**src/hw/dps_pkg.sv**
```systemverilog
// constants, types and carriers of the dual pot serial register slave
package dps_pkg;

    // ==========================================================
    // timing
    localparam int CLK_KHZ      = 25000;
    localparam int NV_WRITE_MS  = 20;
    localparam int NV_WRITE_CYC = NV_WRITE_MS * CLK_KHZ;
    localparam int NV_READY_US  = 1;
    localparam int NV_READY_CYC = (NV_READY_US * CLK_KHZ + 999) / 1000;

    // ==========================================================
    // protocol codes
    localparam logic [7:0] ID_BYTE  = 8'h90; // device code value is arbitrary
    localparam logic [3:0] OP_READ  = 4'hb;
    localparam logic [3:0] OP_WRITE = 4'hc;

    // ==========================================================
    // register map
    localparam logic [3:0] ADDR_POT0     = 4'h0;
    localparam logic [3:0] ADDR_POT1     = 4'h1;
    localparam logic [3:0] ADDR_GP_FIRST = 4'h2;
    localparam logic [3:0] ADDR_GP_LAST  = 4'h6;
    localparam logic [3:0] ADDR_RSVD     = 4'h7;
    localparam logic [3:0] ADDR_ACR      = 4'h8;
    localparam int         NV_CNT        = 7;

    // ==========================================================
    // access control fields and reset values
    localparam int         ACR_VOL_BIT   = 7;
    localparam int         ACR_SHUTDOWN_CONTROL_BIT  = 6;
    localparam int         ACR_WIP_BIT   = 5;
    localparam logic       VOL_RST       = 1'b0;
    localparam logic       SHUTDOWN_CONTROL_RST      = 1'b1;
    localparam logic [6:0] WIPER_PRESET  = 7'h40;
    localparam logic [7:0] NV_ERASED     = 8'h40;

    // ==========================================================
    // types
    typedef enum logic [2:0] {
        ST_IDLE   = 3'h0,
        ST_ID     = 3'h1,
        ST_CMD    = 3'h3,
        ST_DATA   = 3'h2,
        ST_IGNORE = 3'h6
    } dps_state_t;

    typedef struct packed {
        logic cs_n;
        logic sck;
        logic sdi;
        logic shutdown_control_n;
    } dps_pins_t;

    localparam dps_pins_t PIN_IDLE = '{cs_n: 1'b1, sck: 1'b0, sdi: 1'b0, shutdown_control_n: 1'b1};

endpackage

```
**src/hw/dps_top.sv**
```systemverilog
// serial register slave for two 128-tap potentiometers
`timescale 1ns/1ns
module dps_top
    import dps_pkg::*;
#(
    parameter int NV_WRITE_CYCLES = NV_WRITE_CYC
) (
    input  wire logic       mclk_i,
    input  wire logic       rst_n_i,
    input  wire logic       sck_i,
    input  wire logic       cs_n_i,
    input  wire logic       sdi_i,
    input  wire logic       shutdown_control_n_i,
    output logic            sdo_o,
    output logic            sdo_oe_n_o,
    output logic [6:0]      wiper0_tap_o,
    output logic [6:0]      wiper1_tap_o,
    output logic            shutdown_o,
    output logic            standby_o
);

    localparam int WC_W = $clog2(NV_WRITE_CYCLES + 1);

    // ==========================================================
    // pin synchronisers
    dps_pins_t  pin_raw;
    dps_pins_t  s1_r;
    dps_pins_t  s2_r;
    dps_pins_t  s3_r;
    dps_pins_t  pin_r;
    dps_pins_t  prev_r;

    assign pin_raw = '{cs_n: cs_n_i, sck: sck_i, sdi: sdi_i, shutdown_control_n: shutdown_control_n_i};

    for (genvar b = 0; b < 4; b++) begin : g_sync
        always_ff @(posedge mclk_i) begin
            if (!rst_n_i) begin
                s1_r[b]   <= PIN_IDLE[b];
                s2_r[b]   <= PIN_IDLE[b];
                s3_r[b]   <= PIN_IDLE[b];
                pin_r[b]  <= PIN_IDLE[b];
                prev_r[b] <= PIN_IDLE[b];
            end else begin
                s1_r[b]   <= pin_raw[b];
                s2_r[b]   <= s1_r[b];
                s3_r[b]   <= s2_r[b];
                if (s2_r[b] == s3_r[b]) begin
                    pin_r[b] <= s3_r[b];
                end
                prev_r[b] <= pin_r[b];
            end
        end
    end

    logic sck_rise;
    logic sck_fall;
    logic cs_fall;
    logic cs_rise;

    assign sck_rise = pin_r.sck & ~prev_r.sck;
    assign sck_fall = ~pin_r.sck & prev_r.sck;
    assign cs_fall  = ~pin_r.cs_n & prev_r.cs_n;
    assign cs_rise  = pin_r.cs_n & ~prev_r.cs_n;

    // ==========================================================
    // register state
    logic [7:0]       nv_mem_r [NV_CNT] = '{default: NV_ERASED};
    logic [6:0]       wiper_r [2];
    logic             vol_r;
    logic             shutdown_control_bit_r;
    logic             wip_r;
    logic [WC_W-1:0]  wcnt_r;
    logic             pend_r;
    logic [2:0]       pend_addr_r;
    logic [7:0]       pend_data_r;
    logic [7:0]       rcnt_r;
    logic             recall_done_r;

    // ==========================================================
    // serial engine
    dps_state_t  st_r;
    logic [2:0]  bitcnt_r;
    logic [6:0]  sh_r;
    logic [3:0]  ptr_r;
    logic        is_read_r;
    logic [7:0]  rx_byte;
    logic        byte_done;
    logic [3:0]  ptr_next;
    logic        wr_fire;
    logic        wr_ok;
    logic        nv_target;

    assign rx_byte   = {sh_r, pin_r.sdi};
    assign byte_done = sck_rise && (bitcnt_r == 3'h7)
                       && (st_r == ST_ID || st_r == ST_CMD || st_r == ST_DATA);
    assign ptr_next  = (ptr_r >= ADDR_GP_LAST) ? ADDR_POT0 : ptr_r + 4'h1;
    assign wr_fire   = byte_done && (st_r == ST_DATA) && !is_read_r;
    assign wr_ok     = wr_fire && !wip_r;
    assign nv_target = (ptr_r <= ADDR_POT1 && !vol_r)
                       || (ptr_r >= ADDR_GP_FIRST && ptr_r <= ADDR_GP_LAST);

    always_ff @(posedge mclk_i) begin
        if (!rst_n_i) begin
            st_r      <= ST_IDLE;
            bitcnt_r  <= 3'h0;
            sh_r      <= 7'h00;
            ptr_r     <= ADDR_POT0;
            is_read_r <= 1'b0;
        end else if (pin_r.cs_n) begin
            st_r     <= ST_IDLE;
            bitcnt_r <= 3'h0;
        end else if (cs_fall) begin
            st_r     <= ST_ID;
            bitcnt_r <= 3'h0;
        end else if (sck_rise && st_r != ST_IDLE && st_r != ST_IGNORE) begin
            sh_r     <= rx_byte[6:0];
            bitcnt_r <= bitcnt_r + 3'h1;
            if (byte_done) begin
                case (st_r)
                    ST_ID: begin
                        st_r <= (rx_byte == ID_BYTE) ? ST_CMD : ST_IGNORE;
                    end
                    ST_CMD: begin
                        ptr_r     <= rx_byte[3:0];
                        is_read_r <= (rx_byte[7:4] == OP_READ);
                        if (rx_byte[7:4] == OP_READ || rx_byte[7:4] == OP_WRITE) begin
                            st_r <= ST_DATA;
                        end else begin
                            st_r <= ST_IGNORE;
                        end
                    end
                    ST_DATA: begin
                        ptr_r <= ptr_next;
                    end
                    default: begin
                        st_r <= ST_IGNORE;
                    end
                endcase
            end
        end
    end

    // ==========================================================
    // read path
    logic [3:0]  rd_addr;
    logic [7:0]  rd_val;
    logic        tx_load;
    logic [7:0]  tx_r;

    assign tx_load = byte_done && ((st_r == ST_CMD && rx_byte[7:4] == OP_READ)
                     || (st_r == ST_DATA && is_read_r));
    assign rd_addr = (st_r == ST_CMD) ? rx_byte[3:0] : ptr_next;

    always_comb begin
        rd_val = 8'h00;
        if (rd_addr <= ADDR_POT1) begin
            rd_val = vol_r ? {1'b0, wiper_r[rd_addr[0]]}
                           : nv_mem_r[rd_addr[2:0]];
        end else if (rd_addr <= ADDR_GP_LAST) begin
            rd_val = nv_mem_r[rd_addr[2:0]];
        end else if (rd_addr == ADDR_ACR) begin
            rd_val[ACR_VOL_BIT]  = vol_r;
            rd_val[ACR_SHUTDOWN_CONTROL_BIT] = shutdown_control_bit_r;
            rd_val[ACR_WIP_BIT]  = wip_r;
        end
    end

    always_ff @(posedge mclk_i) begin
        if (!rst_n_i) begin
            tx_r       <= 8'h00;
            sdo_o      <= 1'b1;
            sdo_oe_n_o <= 1'b1;
        end else if (pin_r.cs_n || st_r != ST_DATA || !is_read_r) begin
            sdo_o      <= 1'b1;
            sdo_oe_n_o <= 1'b1;
            if (tx_load) begin
                tx_r <= rd_val;
            end
        end else if (tx_load) begin
            tx_r <= rd_val;
        end else if (sck_fall) begin
            sdo_o      <= tx_r[7];
            sdo_oe_n_o <= tx_r[7];
            tx_r       <= {tx_r[6:0], 1'b0};
        end
    end

    // ==========================================================
    // power-up recall and wipers
    logic recall_fire;

    assign recall_fire = !recall_done_r && (rcnt_r == 8'(NV_READY_CYC - 1));

    always_ff @(posedge mclk_i) begin
        if (!rst_n_i) begin
            rcnt_r        <= 8'h00;
            recall_done_r <= 1'b0;
        end else if (!recall_done_r) begin
            rcnt_r        <= rcnt_r + 8'h01;
            recall_done_r <= recall_fire;
        end
    end

    always_ff @(posedge mclk_i) begin
        if (!rst_n_i) begin
            wiper_r[0] <= WIPER_PRESET;
            wiper_r[1] <= WIPER_PRESET;
        end else if (recall_fire) begin
            wiper_r[0] <= nv_mem_r[ADDR_POT0[2:0]][6:0];
            wiper_r[1] <= nv_mem_r[ADDR_POT1[2:0]][6:0];
        end else if (wr_ok && ptr_r <= ADDR_POT1) begin
            wiper_r[ptr_r[0]] <= rx_byte[6:0];
        end
    end

    // ==========================================================
    // access control register
    always_ff @(posedge mclk_i) begin
        if (!rst_n_i) begin
            vol_r      <= VOL_RST;
            shutdown_control_bit_r <= SHUTDOWN_CONTROL_RST;
        end else if (wr_ok && ptr_r == ADDR_ACR) begin
            vol_r      <= rx_byte[ACR_VOL_BIT];
            shutdown_control_bit_r <= rx_byte[ACR_SHUTDOWN_CONTROL_BIT];
        end
    end

    // ==========================================================
    // self-timed nv write
    always_ff @(posedge mclk_i) begin
        if (!rst_n_i) begin
            pend_r      <= 1'b0;
            pend_addr_r <= 3'h0;
            pend_data_r <= 8'h00;
            wip_r       <= 1'b0;
            wcnt_r      <= '0;
        end else begin
            if (wip_r) begin
                wcnt_r <= wcnt_r - WC_W'(1);
                if (wcnt_r == '0) begin
                    wip_r <= 1'b0;
                end
            end
            if (cs_rise) begin
                pend_r <= 1'b0;
                if (pend_r) begin
                    wip_r  <= 1'b1;
                    wcnt_r <= WC_W'(NV_WRITE_CYCLES - 1);
                end
            end else if (wr_ok && nv_target) begin
                pend_r      <= 1'b1;
                pend_addr_r <= ptr_r[2:0];
                pend_data_r <= rx_byte;
            end
        end
    end

    always_ff @(posedge mclk_i) begin
        if (wip_r && wcnt_r == '0) begin
            nv_mem_r[pend_addr_r] <= pend_data_r;
        end
    end

    // ==========================================================
    // analog side controls
    logic shutdown_control_act;

    assign shutdown_control_act = !(pin_r.shutdown_control_n && shutdown_control_bit_r);

    always_ff @(posedge mclk_i) begin
        if (!rst_n_i) begin
            wiper0_tap_o <= 7'h00;
            wiper1_tap_o <= 7'h00;
            shutdown_o   <= 1'b0;
            standby_o    <= 1'b1;
        end else begin
            wiper0_tap_o <= shutdown_control_act ? 7'h00 : wiper_r[0];
            wiper1_tap_o <= shutdown_control_act ? 7'h00 : wiper_r[1];
            shutdown_o   <= shutdown_control_act;
            standby_o    <= pin_r.cs_n && !wip_r;
        end
    end
endmodule // dps_top

```
**config.mk**
```make
export PLATFORM = sky130hd
export DESIGN_NAME = dps_top
export DESIGN_NICKNAME = d
export VERILOG_FILES = /design/src/hw/dps_pkg.sv /design/src/hw/dps_top.sv
export SDC_FILE = /design/constraint.sdc
export NUM_CORES = 1
export LEC_CHECK = 0
export BUFFER_PORTS_ARGS = -buffer_cell sky130_fd_sc_hd__buf_4
export CELL_PAD_IN_SITES_DETAIL_PLACEMENT = 1
export CELL_PAD_IN_SITES_GLOBAL_PLACEMENT = 1
export CORE_MARGIN = 2
export CORE_UTILIZATION = 52
export CTS_CLUSTER_DIAMETER = 60
export DETAILED_ROUTE_END_ITERATION = 12
export GPL_ROUTABILITY_DRIVEN = 0
export MAX_ROUTING_LAYER = met4
export PLACE_DENSITY = 0.8
export SYNTH_ARGS = -nofsm -noshare
export SYNTH_HDL_FRONTEND = slang
export SYNTH_SLANG_ARGS = --single-unit
export TNS_END_PERCENT = 5
```
**constraint.sdc**
```tcl
create_clock -name mclk_i -period 5.5 [get_ports mclk_i]
set_clock_uncertainty 0.15 [all_clocks]
set_input_delay 0.275 -clock mclk_i [delete_from_list [all_inputs] [get_ports mclk_i]]
set_output_delay 0.275 -clock mclk_i [all_outputs]
set_load 0.03 [all_outputs]
```
# Yosys cells after proc, flatten, opt, wreduce, memory -nomap -nowiden
# Memory sizes are Yosys's and may differ from the RTL's. A register that Yosys moved wholly into a read port is not among the register bits.
# Index checks and enable logic that the tools add are counted.
# Widths: inputs -> output; s select.
op_classes:
  muxes: 41
  eq_ne: 18
  n_reduce_logical: 53
  n_addsub: 4
  magnitude_cmp: 6
  n_bitwise: 15
ops:
  columns: ["op", "n"]
  rows:
  - ["$mux 19", 3]
  - ["$mux 8", 6]
  - ["$mux 7", 3]
  - ["$mux 1", 20]
  - ["$logic_and 1x1->1", 19]
  - ["$logic_not 19->1", 1]
  - ["$sub 19x1->19 const B", 1]
  - ["$eq 4x4->1 const B", 4]
  - ["$mux 3", 4]
  - ["$reduce_and 5->1", 2]
  - ["$not 1->1", 9]
  - ["$pmux 3 s3", 1]
  - ["$reduce_and 3->1", 3]
  - ["$add 8x1->8 const B", 1]
  - ["$eq 8x5->1 const B", 1]
  - ["$eq 8x8->1 const B", 1]
  - ["$le 4x1->1 const B", 2]
  - ["$le 4x3->1 const B", 2]
  - ["$mux 4", 2]
  - ["$pmux 4 s2", 1]
  - ["$reduce_and 2->1", 4]
  - ["$reduce_bool 2->1", 4]
  - ["$logic_not 1->1", 7]
  - ["$logic_or 1x1->1", 7]
  - ["18 further kinds", 29]
word_totals:
  regBits: 90
  ram_bits: 70
  output_inout_bits: 18
  elab_cells: 176
  memories: 2
  inputBits: 6
mem_list:
  columns: ["name", "words", "word_bits", "rd", "rd_clocked_by_memory_dff", "write_ports", "line", "source"]
  rows:
  - ["nv_mem_r", 7, 8, 3, 0, 1, "dps_top.sv:67", "logic [7:0] nv_mem_r [NV_CNT] = '{default: NV_ERASED};"]
  - ["wiper_r", 2, 7, 3, 2, 2, "dps_top.sv:68", "logic [6:0] wiper_r [2];"]

# Logic depth before layout (Yosys ltp)
# Gate-level depths: netlist (run 1).
logic_depth:
  depth_word: 14
  depth_mapped: 11
  ltp_nobuf: 8

# Worst setup path after synthesis (run 1)
# No wires, ideal clock.
synth_path:
  kind: "flip-flop to flip-flop"
  startpoint: "register wcnt_r[15]"
  endpoint: "memory nv_mem_r[1][0], enable pin"
  required_time_ns: 4.967
  stages_incl_launch_ff: 7
  setup_slack_ns: 2.766
  arrival_ns: 2.201
  period_less_slack_ns: 2.734
  path_buffers: 0
  setup_ns: 0.383
  path_cell_list: "dfxtp_1 -> or4_1 -> nor3_1 -> nand4b_1 -> nor3b_1 -> nand3_1 -> nor3_1"
synth_via:
  elab_chain_cells: 4
synth_rtl:
  columns: ["item", "line", "source"]
  rows:
  - ["start: declaration", "dps_top.sv:72", "logic [WC_W-1:0] wcnt_r;"]
  - ["start signal: assignment", "dps_top.sv:239", "wcnt_r <= wcnt_r - WC_W'(1);"]
  - ["start signal: assignment", "dps_top.sv:248", "wcnt_r <= WC_W'(NV_WRITE_CYCLES - 1);"]
  - ["$logic_not 19->1", "dps_top.sv:259", "if (wip_r && wcnt_r == '0) begin"]
  - ["$logic_and 1x1->1", "dps_top.sv:259", null]
  - ["$mux 1", "dps_top.sv:259", null]
  - ["$mux 1 (implied by the code)", "dps_top.sv:260", "nv_mem_r[pend_addr_r] <= pend_data_r;"]
  - ["end: declaration", "dps_top.sv:67", null]
# Every way passes these cells.

# Worst setup path after layout (run 1)
layout_path:
  startpoint: "register wcnt_r[14]"
  endpoint: "memory nv_mem_r[0][4], enable pin"
# The elaborated chain is that of the path after synthesis.

==> metrics.md, run 1 <==
| Metric | Value |
|---|---|
| Status | completed |
| Worst-skew pair later-pin latency | 0.44 ns |
| Max cap viols | 0 |
| Max Clk Rate | 289 MHz |
| Startpoint Class | register |
| TNS Setup | 0 ns |
| Synth-to-layout area growth | 11.1% |
| Die Wd | 126 um |
| CP Capture Type | register |
| PortBufs | 23 |
| # nets final | 748 |
| Final ANT Viol Nets | 0 |
| Synth Register Bits | 182 |
| Syn nets | 740 |
| Synth Instances | 723 |
| Syn avg cell area | 10.8 sq um |
| CP dominant cell by count | nor3_1 |
| Via density | 6.02 |
| Pwr/cell area | 311 mW/mm^2 |
| Max IR drop VDD | 0.000203 V |
| Crit-path max FO | 8 |
| Worst hold path type | in -> reg |
| Core area | 0.0146 sq mm |
| Mux cell area share after synthesis | 0.0558 |
| I/O pins | 24 |
| Via count | 5587 |
| # H-tree levels | 4 |
| Post-synth ARST share | 0 |
| Slew headroom | 0.207 |
| CP Class | reg -> reg |
| Slew Viols, Final | 0 |
| Global-route wire length before repair | 31.6 mm |
| YS warnings | 0 |
| Final Setup Violations | 0 |
| Met2 routed WL | 9.60 mm |
| Fillers | 1543 |
| Total track usage | 0.262 |
| Cell variety after synth | 72 |
| Clk buf depth | 2 |
| Buf/Inv on CP | 0 |
| Initial Util | 0.534 |
| Largest family of logic cells by synthesized area | simple AND/OR/NAND/NOR gates |
| Die area | 0.0160 sq mm |
| Largest net degree at the start of global routing | 53 |
| Critical path's slowest cell | nor3_1 |
| Synthesized area | 0.00779 sq mm |
| Clk root buf | clkbuf_16 |
| Initial antenna violation count | 0 |
| EDFF count, synth | 78 |
| Post_cts resized | 0 |
| Post-Synth Adder-Cell Area | 0.0177 |
| RSZ-0062 raised after global routing | false |
| Lkg Pwr | 3.18 nW |
| Worst endpoint required time | 5.40 ns |
| Die Ht | 126 um |
| CTS Sinks | 182 |
| Compound-Gate Fraction of Synth Area | 0.109 |
| Top_reg_cell synth | dfxtp_1 |
| Gr ovfl total | 0 |
| # DRC | 0 |
| Vias in the first global route | 5831 |
| Overall Power | 2.69 mW |
| Post-Synth Simple-Gate Area | 0.189 |
| Max layer used | met4 |
| FF+latch area | 0.00442 sq mm |
| Fin crit share | 0.629 |
| Post-layout minimum cycle time | 3.46 ns |
| Met3 wire length | 989 um |
| CTS Buf Count | 17 |
| Worst path top cell family by delay | simple AND/OR/NAND/NOR gates |
| DR WL/cell | 21.3 um |
| Critical path, cell by cell | or4_1 -> nor3_1 -> nand4b_1 -> nor3b_1 -> nand3b_1 -> nor3_1 |
| Area of the multi-input gates | 0.00309 sq mm |
| Worst-Margin Slew | 1.18 ns |
| CP peak stage delay | 0.91 ns |
| Sequential share of the synthesized area | 0.568 |
| Post-detail-place hpwl | 13.5 mm |
| Met1 WL | 8.78 mm |
| Site Rows | 44 |
| CTS tree | done |
| Initial DRC count | 442 |
| Detailed Route WL | 19.8 mm |
| Final hold violation count | 0 |
| Clock transition at path regs | 0.07 ns |
| Post-Synth XOR/XNOR Area | 0.0247 |
| Fraction of layout cells with a size suffix above 1 | 0.103 |
| CP arrival | 3.36 ns |
| # diodes | 0 |
| Initial DRT Pass Iterations | 5 |
path summary, 6_finish.rpt:
path | from | endpoint | slack, ns | depth (start not counted)
min | rst_n_i | s3_r[0] | 0.05 | 2
max reg2reg | wcnt_r[14] | nv_mem_r[0][4] | 2.04 | 6
min reg2reg | s1_r[0] | s2_r[0] | 0.26 | 1
max | wcnt_r[14] | nv_mem_r[0][4] | 2.04 | 6
cells by family (layout without fill, tap and decap cells):
logic type,after synthesis,in the layout
AO/OA/AOI/OAI,126,126
buffers and inverters,60,81
flip-flops,182,182
XOR/XNOR,22,22
multiplexers,42,42
AND/OR/NAND/NOR,280,280
adder cells (fa/ha/maj),11,11
worst reg2reg max path: stages (launching register included):
cell and delay (ns):
dfxtp_1 0.34, or4_1 0.57, nor3_1 0.26, nand4b_1 0.16, nor3b_1 0.46, nand3b_1 0.24, nor3_1 0.91
layout by cell type (no fill, tap or decap), types with 5 or more instances in the layout:
| cell | synthesis | layout |
|---|---|---|
| a21oi_1 | 36 | 36 |
| a22o_1 | 12 | 12 |
| a31oi_1 | 10 | 10 |
| and2_1 | 22 | 22 |
| buf_4 | 2 | 28 |
| clkbuf_16 | 0 | 17 |
| dfxtp_1 | 104 | 104 |
| edfxtp_1 | 78 | 78 |
| ha_1 | 11 | 11 |
| inv_1 | 16 | 16 |
| mux2i_1 | 40 | 40 |
| nand2_1 | 70 | 70 |
| nand2b_1 | 14 | 14 |
| nand3_1 | 23 | 23 |
| nand4_1 | 17 | 17 |
| nor2_1 | 70 | 70 |
| nor3_1 | 10 | 10 |
| nor4_1 | 6 | 6 |
| o21ai_0 | 20 | 20 |
| o221ai_1 | 5 | 5 |
| o22ai_1 | 9 | 9 |
| or2_2 | 5 | 5 |
| or3_1 | 7 | 7 |
| xnor2_1 | 8 | 8 |
| xor2_1 | 14 | 14 |
final cells by class:
type                    count  area share
multi-input cells         481       0.357
clock inverters            13      0.0169
clock buffers              19      0.0512
well taps                 184      0.0266
flip-flops and latches    182       0.512
repair buffers             32      0.0289
inverters                  17     0.00738
report_power, final:
part           total (mW)  internal, mW  switching (mW)
logic              0.0513        0.0188          0.0325
clock network        1.22         0.688           0.529
registers            1.42          1.41         0.00656
total                2.69          2.12           0.568
synthesized netlist by cell type, types with 3 or more instances:
| cell | count | area, sq um |
|---|---|---|
| o22ai_1 | 9 | 56.3 |
| nor2_1 | 70 | 263 |
| a31oi_1 | 10 | 62.6 |
| clkbuf_1 | 23 | 86.3 |
| nand3b_1 | 4 | 30.0 |
| nor2b_1 | 4 | 25.0 |
| nor3_1 | 10 | 50.1 |
| buf_2 | 14 | 70.1 |
| edfxtp_1 | 78 | 2340 |
| xor2_1 | 14 | 123 |
| and4b_1 | 3 | 30.0 |
| nand2_1 | 70 | 263 |
| nor4_1 | 6 | 37.5 |
| ha_1 | 11 | 138 |
| a32o_1 | 3 | 30.0 |
| a21oi_1 | 36 | 180 |
| xnor2_1 | 8 | 70.1 |
| or3_1 | 7 | 43.8 |
| or2_2 | 5 | 31.3 |
| mux2i_1 | 40 | 400 |
| and2_1 | 22 | 138 |
| a211oi_1 | 3 | 22.5 |
| dfxtp_1 | 104 | 2080 |
| buf_6 | 3 | 33.8 |
| a32oi_1 | 3 | 26.3 |
| o21ai_0 | 20 | 100 |
| nor3b_1 | 3 | 22.5 |
| nand3_1 | 23 | 115 |
| inv_1 | 16 | 60.1 |
| nand2b_1 | 14 | 87.6 |
| a22o_1 | 12 | 105 |
| o311a_1 | 4 | 40.0 |
| o221ai_1 | 5 | 43.8 |
| nand4_1 | 17 | 106 |
registers in the layout, indices dropped and copies added, names as in the netlist, 7 cells and up:
| signal | cells |
|---|---|
| nv_mem_r | 64 |
| pend_data_r | 8 |
| wiper_r | 14 |
| sh_r | 7 |
| wiper1_tap_o | 7 |
| rcnt_r | 8 |
| wcnt_r | 19 |
| tx_r | 8 |
| wiper0_tap_o | 7 |
routing by layer:
layer | global-route usage | vias to the layer above
li1 | - | 2629
met1 | 0.332 | 2780
met2 | 0.419 | 141
met3 | 0.0582 | 37
met4 | 0.0860 | 0
met5 | - | -
metrics by stage:
| step | utilization | area, sq um | hold WS, ns | setup WS [ns] | std cells |
|---|---|---|---|---|---|
| 2_1_floorplan | - | 7790 | 0.226 | 2.77 | 723 |
| 3_3_place_gp | 0.550 | 8020 | 0.239 | 2.38 | 892 |
| 3_5_place_dp | 0.550 | 8020 | 0.251 | 2.13 | 892 |
| 4_1_cts | 0.593 | 8650 | 0.0465 | 2.00 | 928 |
| 5_1_grt | 0.593 | 8650 | 0.0584 | 1.74 | 928 |
| 6_report | 0.593 | 8650 | 0.0522 | 2.04 | 928 |
repair_timing:
action,in CTS,in global routing
buffers inserted,0,0
hold buffers,4,0
endpoints found under the hold margin,4,0
setup endpoints to repair,0,0
Note: power is estimated with default switching activity, not from simulation.
==> run 2: changes to the inputs <==
--- a/config.mk
+++ b/config.mk
@@ -5,16 +5,17 @@
 export SDC_FILE = /design/constraint.sdc
 export NUM_CORES = 1
 export LEC_CHECK = 0
+export ABC_AREA = 1
 export BUFFER_PORTS_ARGS = -buffer_cell sky130_fd_sc_hd__buf_4
 export CELL_PAD_IN_SITES_DETAIL_PLACEMENT = 1
 export CELL_PAD_IN_SITES_GLOBAL_PLACEMENT = 1
 export CORE_MARGIN = 2
-export CORE_UTILIZATION = 52
+export CORE_UTILIZATION = 47
 export CTS_CLUSTER_DIAMETER = 60
 export DETAILED_ROUTE_END_ITERATION = 12
 export GPL_ROUTABILITY_DRIVEN = 0
 export MAX_ROUTING_LAYER = met4
-export PLACE_DENSITY = 0.8
+export PLACE_DENSITY = 0.77
 export SYNTH_ARGS = -nofsm -noshare
 export SYNTH_HDL_FRONTEND = slang
 export SYNTH_SLANG_ARGS = --single-unit
==> constraint.sdc (replaced) <==
create_clock -name mclk_i -period 3.3 [get_ports mclk_i]
set_clock_uncertainty 0.15 [all_clocks]
set_input_delay 0.165 -clock mclk_i [delete_from_list [all_inputs] [get_ports mclk_i]]
set_output_delay 0.165 -clock mclk_i [all_outputs]
set_load 0.03 [all_outputs]
==> run 2 against run 1 <==
Compared with the run above: die area up 12%; core utilization decreased by 4.9 points; clock-buffer cell count increased by 4; largest power group unchanged; wire length increased by 8.3%; clock power is 58% higher; area after synthesis up 1.6%; largest cell class unchanged; synthesized cell count is 29% higher; critical path depth is 5 higher; final area is 3.9% higher; sequential cell count stayed put.
==> metrics.md, run 2 <==
| Metric | Value |
|---|---|
| Status | completed |
| Sequential share of the synthesized area | 0.559 |
| Synth Instances | 934 |
| PortBufs | 23 |
| Core area | 0.0165 sq mm |
| Max Clk Rate | 363 MHz |
| Post-CTS Setup Bufs | 0 |
| Synth area leader | edfxtp_1 |
| # H-tree levels | 4 |
| Die area | 0.0179 sq mm |
| Gr ovfl total | 0 |
| Total track usage | 0.258 |
| Post-detail-place hpwl | 15.5 mm |
| Critical path's slowest cell | dfxtp_1 |
| Max FFs per register | 64 |
| Critical Path Stages | 11 |
| Initial DRT Pass Iterations | 5 |
| Flop-to-flop setup slack | 0.55 ns |
| Syn avg cell area | 8.47 sq um |
| Clock network power share | 0.440 |
| Fin crit share | 0.835 |
| # diodes | 0 |
| Syn nets | 951 |
| Vias in the first global route | 6578 |
| Dpl ws | 0.658 ns |
| Count leader, synth | nand2_1 |
| Worst path top cell family by delay | simple AND/OR/NAND/NOR gates |
| Comb power frac | 0.021 |
| Detailed Route WL | 21.4 mm |
| Slew Viols, Final | 0 |
| YS warnings | 0 |
| Crit-path max FO | 10 |
| Post-synth ARST share | 0 |
| Dominant cells by area after synthesis | edfxtp_1 (30%), dfxtp_1 (26%), nand2_1 (9.3%), inv_1 (6.0%), nand3_1 (5.2%) |
| Area share of the largest cell type after synthesis | 0.296 |
| I/O pins | 24 |
| Via count | 6454 |
| R2R cell count | 11 |
| Largest Register | nv_mem_r |
| Synthesized area | 0.00791 sq mm |
| Worst endpoint required time | 3.51 ns |
| CTS Buf Count | 17 |
| Site Rows | 47 |
| Worst Hold Path Cells | 1 |
| Commonest non-fill, non-tap cell in the layout | nand2_1 |
| CP dominant cell by count | nand3_1 |
| Worst-Margin Slew | 0.715 ns |
| Hold_ws | 0.270 ns |
| CP peak stage delay | 0.52 ns |
| Initial antenna violation count | 0 |
| Pwr/cell area | 488 mW/mm^2 |
| Lkg Pwr | 3.67 nW |
| Max cap viols | 0 |
| Cell-internal power | 3.44 mW |
| Clock transition at path regs | 0.07 ns |
| Top Registers | nv_mem_r (64), wcnt_r (19), wiper_r (14) |
| Die Wd | 134 um |
| Max IR drop VDD | 0.000417 V |
| Most frequent cells in the layout | nand2_1 (195), inv_1 (127), dfxtp_1 (104), nor2_1 (89), nand3_1 (82) |
| Initial DRC count | 474 |
| Startpoint Class | register |
| Critical path, cell by cell | inv_1 -> ha_1 -> nand3_1 -> o21ai_2 -> buf_4 -> nand3_1 -> nand3_1 -> nand3_1 -> nand2_1 -> nand2_1 -> a21oi_1 |
| RSZ-0062 raised after global routing | false |
| Synth Register Bits | 182 |
| DR WL/cell | 17.8 um |
| Synth-to-layout area growth | 13.5% |
| Slew headroom | 0.524 |
| Clk buf depth | 2 |
| Fraction of layout cells with a size suffix above 1 | 0.0974 |
| # DRC | 0 |
| Post_cts resized | 0 |
| CTS Sinks | 182 |
| Global-route wire length before repair | 34.9 mm |
| Hold_buf cts | 6 |
| Buf/Inv on CP | 2 |
| Top cells by count, synth | nand2_1 (195), inv_1 (126), dfxtp_1 (104) |
| Die Ht | 134 um |
| Net Sw Power | 0.940 mW |
| Clk root buf | clkbuf_16 |
| Worst hold path type | reg -> reg |
| Top_reg_cell synth | dfxtp_1 |
| Net Sw Frac | 0.215 |
| Via density | 5.35 |
| # nets final | 990 |
| CP Class | reg -> reg |
| EDFF count, synth | 78 |
| CP arrival | 2.97 ns |
| Cell variety after synth | 41 |
| TNS Setup | 0 ns |
| Final ANT Viol Nets | 0 |
| Post-layout minimum cycle time | 2.75 ns |
| Initial Util | 0.479 |
| Sequential power share | 0.539 |
| Final hold violation count | 0 |
| Worst-skew pair later-pin latency | 0.43 ns |
| CTS tree | done |
| Final Setup Violations | 0 |
| CP Capture Type | register |
| Largest net degree at the start of global routing | 52 |
| Setup ws final | 0.546 ns |
-- run 2: worst reg2reg max path: stages (launching register included) --
cell,delay [ns]
dfxtp_1,0.52
inv_1,0.19
ha_1,0.35
nand3_1,0.12
o21ai_2,0.46
buf_4,0.27
nand3_1,0.09
nand3_1,0.10
nand3_1,0.14
nand2_1,0.10
nand2_1,0.05
a21oi_1,0.13
-- run 2: kinds of logic after synthesis --
kind of cell / count (synthesis) / synth area share
buffers and inverters: 157 / 0.0780
AND/OR/NAND/NOR: 430 / 0.241
adder cells (fa/ha/maj): 11 / 0.0174
AO/OA/AOI/OAI: 151 / 0.101
XOR/XNOR: 3 / 0.00332
flip-flops: 182 / 0.559
-- run 2: area by class of cell --
cell class              instances  area, sq um
clock inverters                 9         67.6
multi-input cells             595         2870
flip-flops and latches        182         4420
fillers                      1976         7540
inverters                     130          488
clock buffers                  23          489
well taps                     220          275
repair buffers                 47          368
-- run 2: power by group through the flow --
stage                     logic, mW  clock network, mW  registers, mW
after floorplan              0.0411                  0           2.42
after global placement       0.0854                  0           2.41
after detailed placement     0.0876                  0           2.41
after CTS                    0.0933               1.96           2.36
after global routing          0.103               2.05           2.36
final                        0.0923               1.93           2.36
-- run 2: worst paths after layout --
path                   to      from
setup / recovery  tx_r[6]  ptr_r[0]
hold / removal    s2_r[3]   s1_r[3]
setup reg to reg  tx_r[6]  ptr_r[0]
hold reg to reg   s2_r[3]   s1_r[3]
-- run 2: metrics by stage --
step	util	total power, mW	instances	cell area [sq um]
floorplan	-	2.46	934	7910
global placement	0.506	2.49	1168	8360
detailed placement	0.506	2.50	1168	8360
CTS	0.544	4.41	1206	8980
global route	0.544	4.51	1206	8980
finish	0.544	4.38	1206	8980
-- run 2: layer usage --
metal | share of wire | global-route usage | vias to the layer above | routed length, um
met5 | 0 | - | - | 0
met4 | 0.019 | 0.0727 | 0 | 408
met3 | 0.034 | 0.0403 | 23 | 723
met2 | 0.48 | 0.416 | 127 | 10300
met1 | 0.47 | 0.340 | 3152 | 10000
li1 | - | - | 3152 | -
==> run 3: changes to the inputs <==
--- a/config.mk
+++ b/config.mk
@@ -10,12 +10,12 @@
 export CELL_PAD_IN_SITES_DETAIL_PLACEMENT = 1
 export CELL_PAD_IN_SITES_GLOBAL_PLACEMENT = 1
 export CORE_MARGIN = 2
-export CORE_UTILIZATION = 47
+export CORE_UTILIZATION = 43
 export CTS_CLUSTER_DIAMETER = 60
 export DETAILED_ROUTE_END_ITERATION = 12
 export GPL_ROUTABILITY_DRIVEN = 0
 export MAX_ROUTING_LAYER = met4
-export PLACE_DENSITY = 0.77
+export PLACE_DENSITY = 0.74
 export SYNTH_ARGS = -nofsm -noshare
 export SYNTH_HDL_FRONTEND = slang
 export SYNTH_SLANG_ARGS = --single-unit
==> constraint.sdc (replaced) <==
create_clock -name mclk_i -period 2.53 [get_ports mclk_i]
set_clock_uncertainty 0.15 [all_clocks]
set_input_delay 0.1265 -clock mclk_i [delete_from_list [all_inputs] [get_ports mclk_i]]
set_output_delay 0.1265 -clock mclk_i [all_outputs]
set_load 0.03 [all_outputs]
==> run 3 against run 2 <==
Compared with the run above: power rose by 31%; sequential cell count did not move; first-iteration DRC count fell by 18%; clock power rose by 33%; hold slack got worse by 0.0043 ns; wire length rose by 1.9%; register-to-register slack got worse by 0.39 ns; critical path depth fell by 2; sequential share of layout area fell by 1.1 points; setup slack got worse by 0.39 ns; core utilization fell by 3.3 points; critical path type unchanged.
==> metrics.md, run 3 (same netlist as run 2, synthesis figures left out) <==
| Metric | Value |
|---|---|
| TNS Setup | 0 ns |
| RSZ-0062 raised after global routing | false |
| CTS Sinks | 182 |
| Site Rows | 49 |
| Clock transition at path regs | 0.07 ns |
| Die Ht | 140 um |
| PortBufs | 23 |
| Gr ovfl total | 0 |
| Max Clk Rate | 422 MHz |
| Final ANT Viol Nets | 0 |
| Worst-skew pair later-pin latency | 0.44 ns |
| Slew headroom | 0.575 |
| Crit-path max FO | 6 |
| CTS Buf Count | 17 |
| Clock network power share | 0.444 |
| Commonest non-fill, non-tap cell in the layout | nand2_1 |
| CTS tree | done |
| Placed insts | 1198 |
| Net Sw Power | 1.28 mW |
| Clk buf depth | 2 |
| Core area | 0.0180 sq mm |
| Top Registers | nv_mem_r (64), wcnt_r (19), wiper_r (14) |
| # DRC | 0 |
| Die Wd | 140 um |
| # diodes | 0 |
| Worst-Margin Slew | 0.638 ns |
| Lkg Pwr | 3.76 nW |
| Sequential power share | 0.534 |
| Final hold violation count | 0 |
| Post-layout minimum cycle time | 2.37 ns |
| Worst endpoint required time | 2.63 ns |
| Max IR drop VDD | 0.000586 V |
| Pwr/cell area | 626 mW/mm^2 |
| Initial DRC count | 390 |
| Most frequent cells in the layout | nand2_1 (193), inv_1 (126), dfxtp_1 (103), nor2_1 (88), nand3_1 (82) |
| Total track usage | 0.237 |
| CP arrival | 2.47 ns |
| Comb power frac | 0.021 |
| Status | completed |
| Max FFs per register | 64 |
| Net Sw Frac | 0.222 |
| Global-route wire length before repair | 35.0 mm |
| Worst hold path type | reg -> reg |
| Slew Viols, Final | 0 |
| Initial Util | 0.439 |
| Detailed Route WL | 21.8 mm |
| Max cap viols | 0 |
| CP Class | reg -> reg |
| Via density | 5.30 |
| DR WL/cell | 17.7 um |
| Clk root buf | clkbuf_16 |
| Die area | 0.0195 sq mm |
| Vias in the first global route | 6635 |
| Startpoint Class | register |
| Fin crit share | 0.938 |
| Fin cells | 1236 |
| Cell-internal power | 4.48 mW |
| I/O pins | 24 |
| # nets final | 1011 |
| Final Setup Violations | 0 |
| Via count | 6553 |
| CP Capture Type | register |
| Synth-to-layout area growth | 16.3% |
| Initial antenna violation count | 0 |
| # H-tree levels | 4 |
| Largest net degree at the start of global routing | 37 |
| Largest Register | nv_mem_r |
| Initial DRT Pass Iterations | 5 |
| Fraction of layout cells with a size suffix above 1 | 0.121 |
| Post-detail-place hpwl | 15.6 mm |
==> run 3: cell types whose count changed in the layout (fill, tap and decap cells not counted), moves of 2 or more <==
cell      previous run  this run
buf_12               0         2
buf_4               41        60
nand2_1            195       193
nand2_2              4         6
clkbuf_8             2         0
inv_6                1         4
clkinv_4             2         4
==> run 3: layout make-up <==
| class | count | area [sq um] |
|---|---|---|
| Fill cell | 2172 | 8830 |
| Sequential cell | 182 | 4430 |
| Multi-Input combinational cell | 595 | 2890 |
| Timing Repair Buffer | 68 | 551 |
| Inverter | 130 | 488 |
| Clock buffer | 20 | 437 |
| Tap cell | 229 | 287 |
| Clock inverter | 12 | 120 |
==> run 3: through the flow <==
step	area (sq um)	util	power [mW]	worst slack, ns	hold WS, ns
floorplan	7910	-	3.21	0.263	0.0741
global route	9200	0.510	5.93	0.00750	0.285
global placement	8560	0.475	3.25	0.247	0.163
CTS	9180	0.509	5.81	0.0744	0.257
finish	9200	0.510	5.76	0.158	0.266
detailed placement	8560	0.475	3.26	0.162	0.173
==> run 3: worst paths after layout <==
check,slack [ns],depth (start not counted),start,endpoint
setup / recovery,0.16,9,bitcnt_r[0],wiper_r[1][3]
hold / removal,0.27,2,s1_r[1],s2_r[1]
setup reg to reg,0.16,9,bitcnt_r[0],wiper_r[1][3]
hold reg to reg,0.27,2,s1_r[1],s2_r[1]
==> run 3: what timing repair did <==
item                                   4_1_cts  5_1_grt
endpoints found under the hold margin       22        0
buffers inserted                             0        0
hold buffers                                 6        0
setup endpoints to repair                    0       59
resized for setup                            0        6
==> run 3: power groups by stage <==
| stage | registers, mW | logic (mW) | clock network (mW) |
|---|---|---|---|
| 3_3_place_gp | 3.14 | 0.112 | 0 |
| 5_1_grt | 3.08 | 0.136 | 2.72 |
| 3_5_place_dp | 3.14 | 0.115 | 0 |
| 6_report | 3.08 | 0.123 | 2.56 |
| 4_1_cts | 3.08 | 0.124 | 2.60 |
| 2_1_floorplan | 3.16 | 0.0536 | 0 |
==> run 3: per-layer routing <==
layer / GRT usage / part of all wire / vias to the layer above
met5: - / 0 / -
met4: 0.0921 / 0.022 / 0
met3: 0.0416 / 0.033 / 33
met2: 0.382 / 0.48 / 117
met1: 0.300 / 0.46 / 3208
li1: - / - / 3195
==> run 3: critical path: stages, from the launching register on <==
cell     delay [ns]
dfxtp_1        0.36
ha_1           0.16
ha_1           0.17
nand3_2        0.17
nor4_4         0.22
buf_4          0.17
nor3b_2        0.25
nand2_1        0.13
buf_4          0.18
o21ai_1        0.22
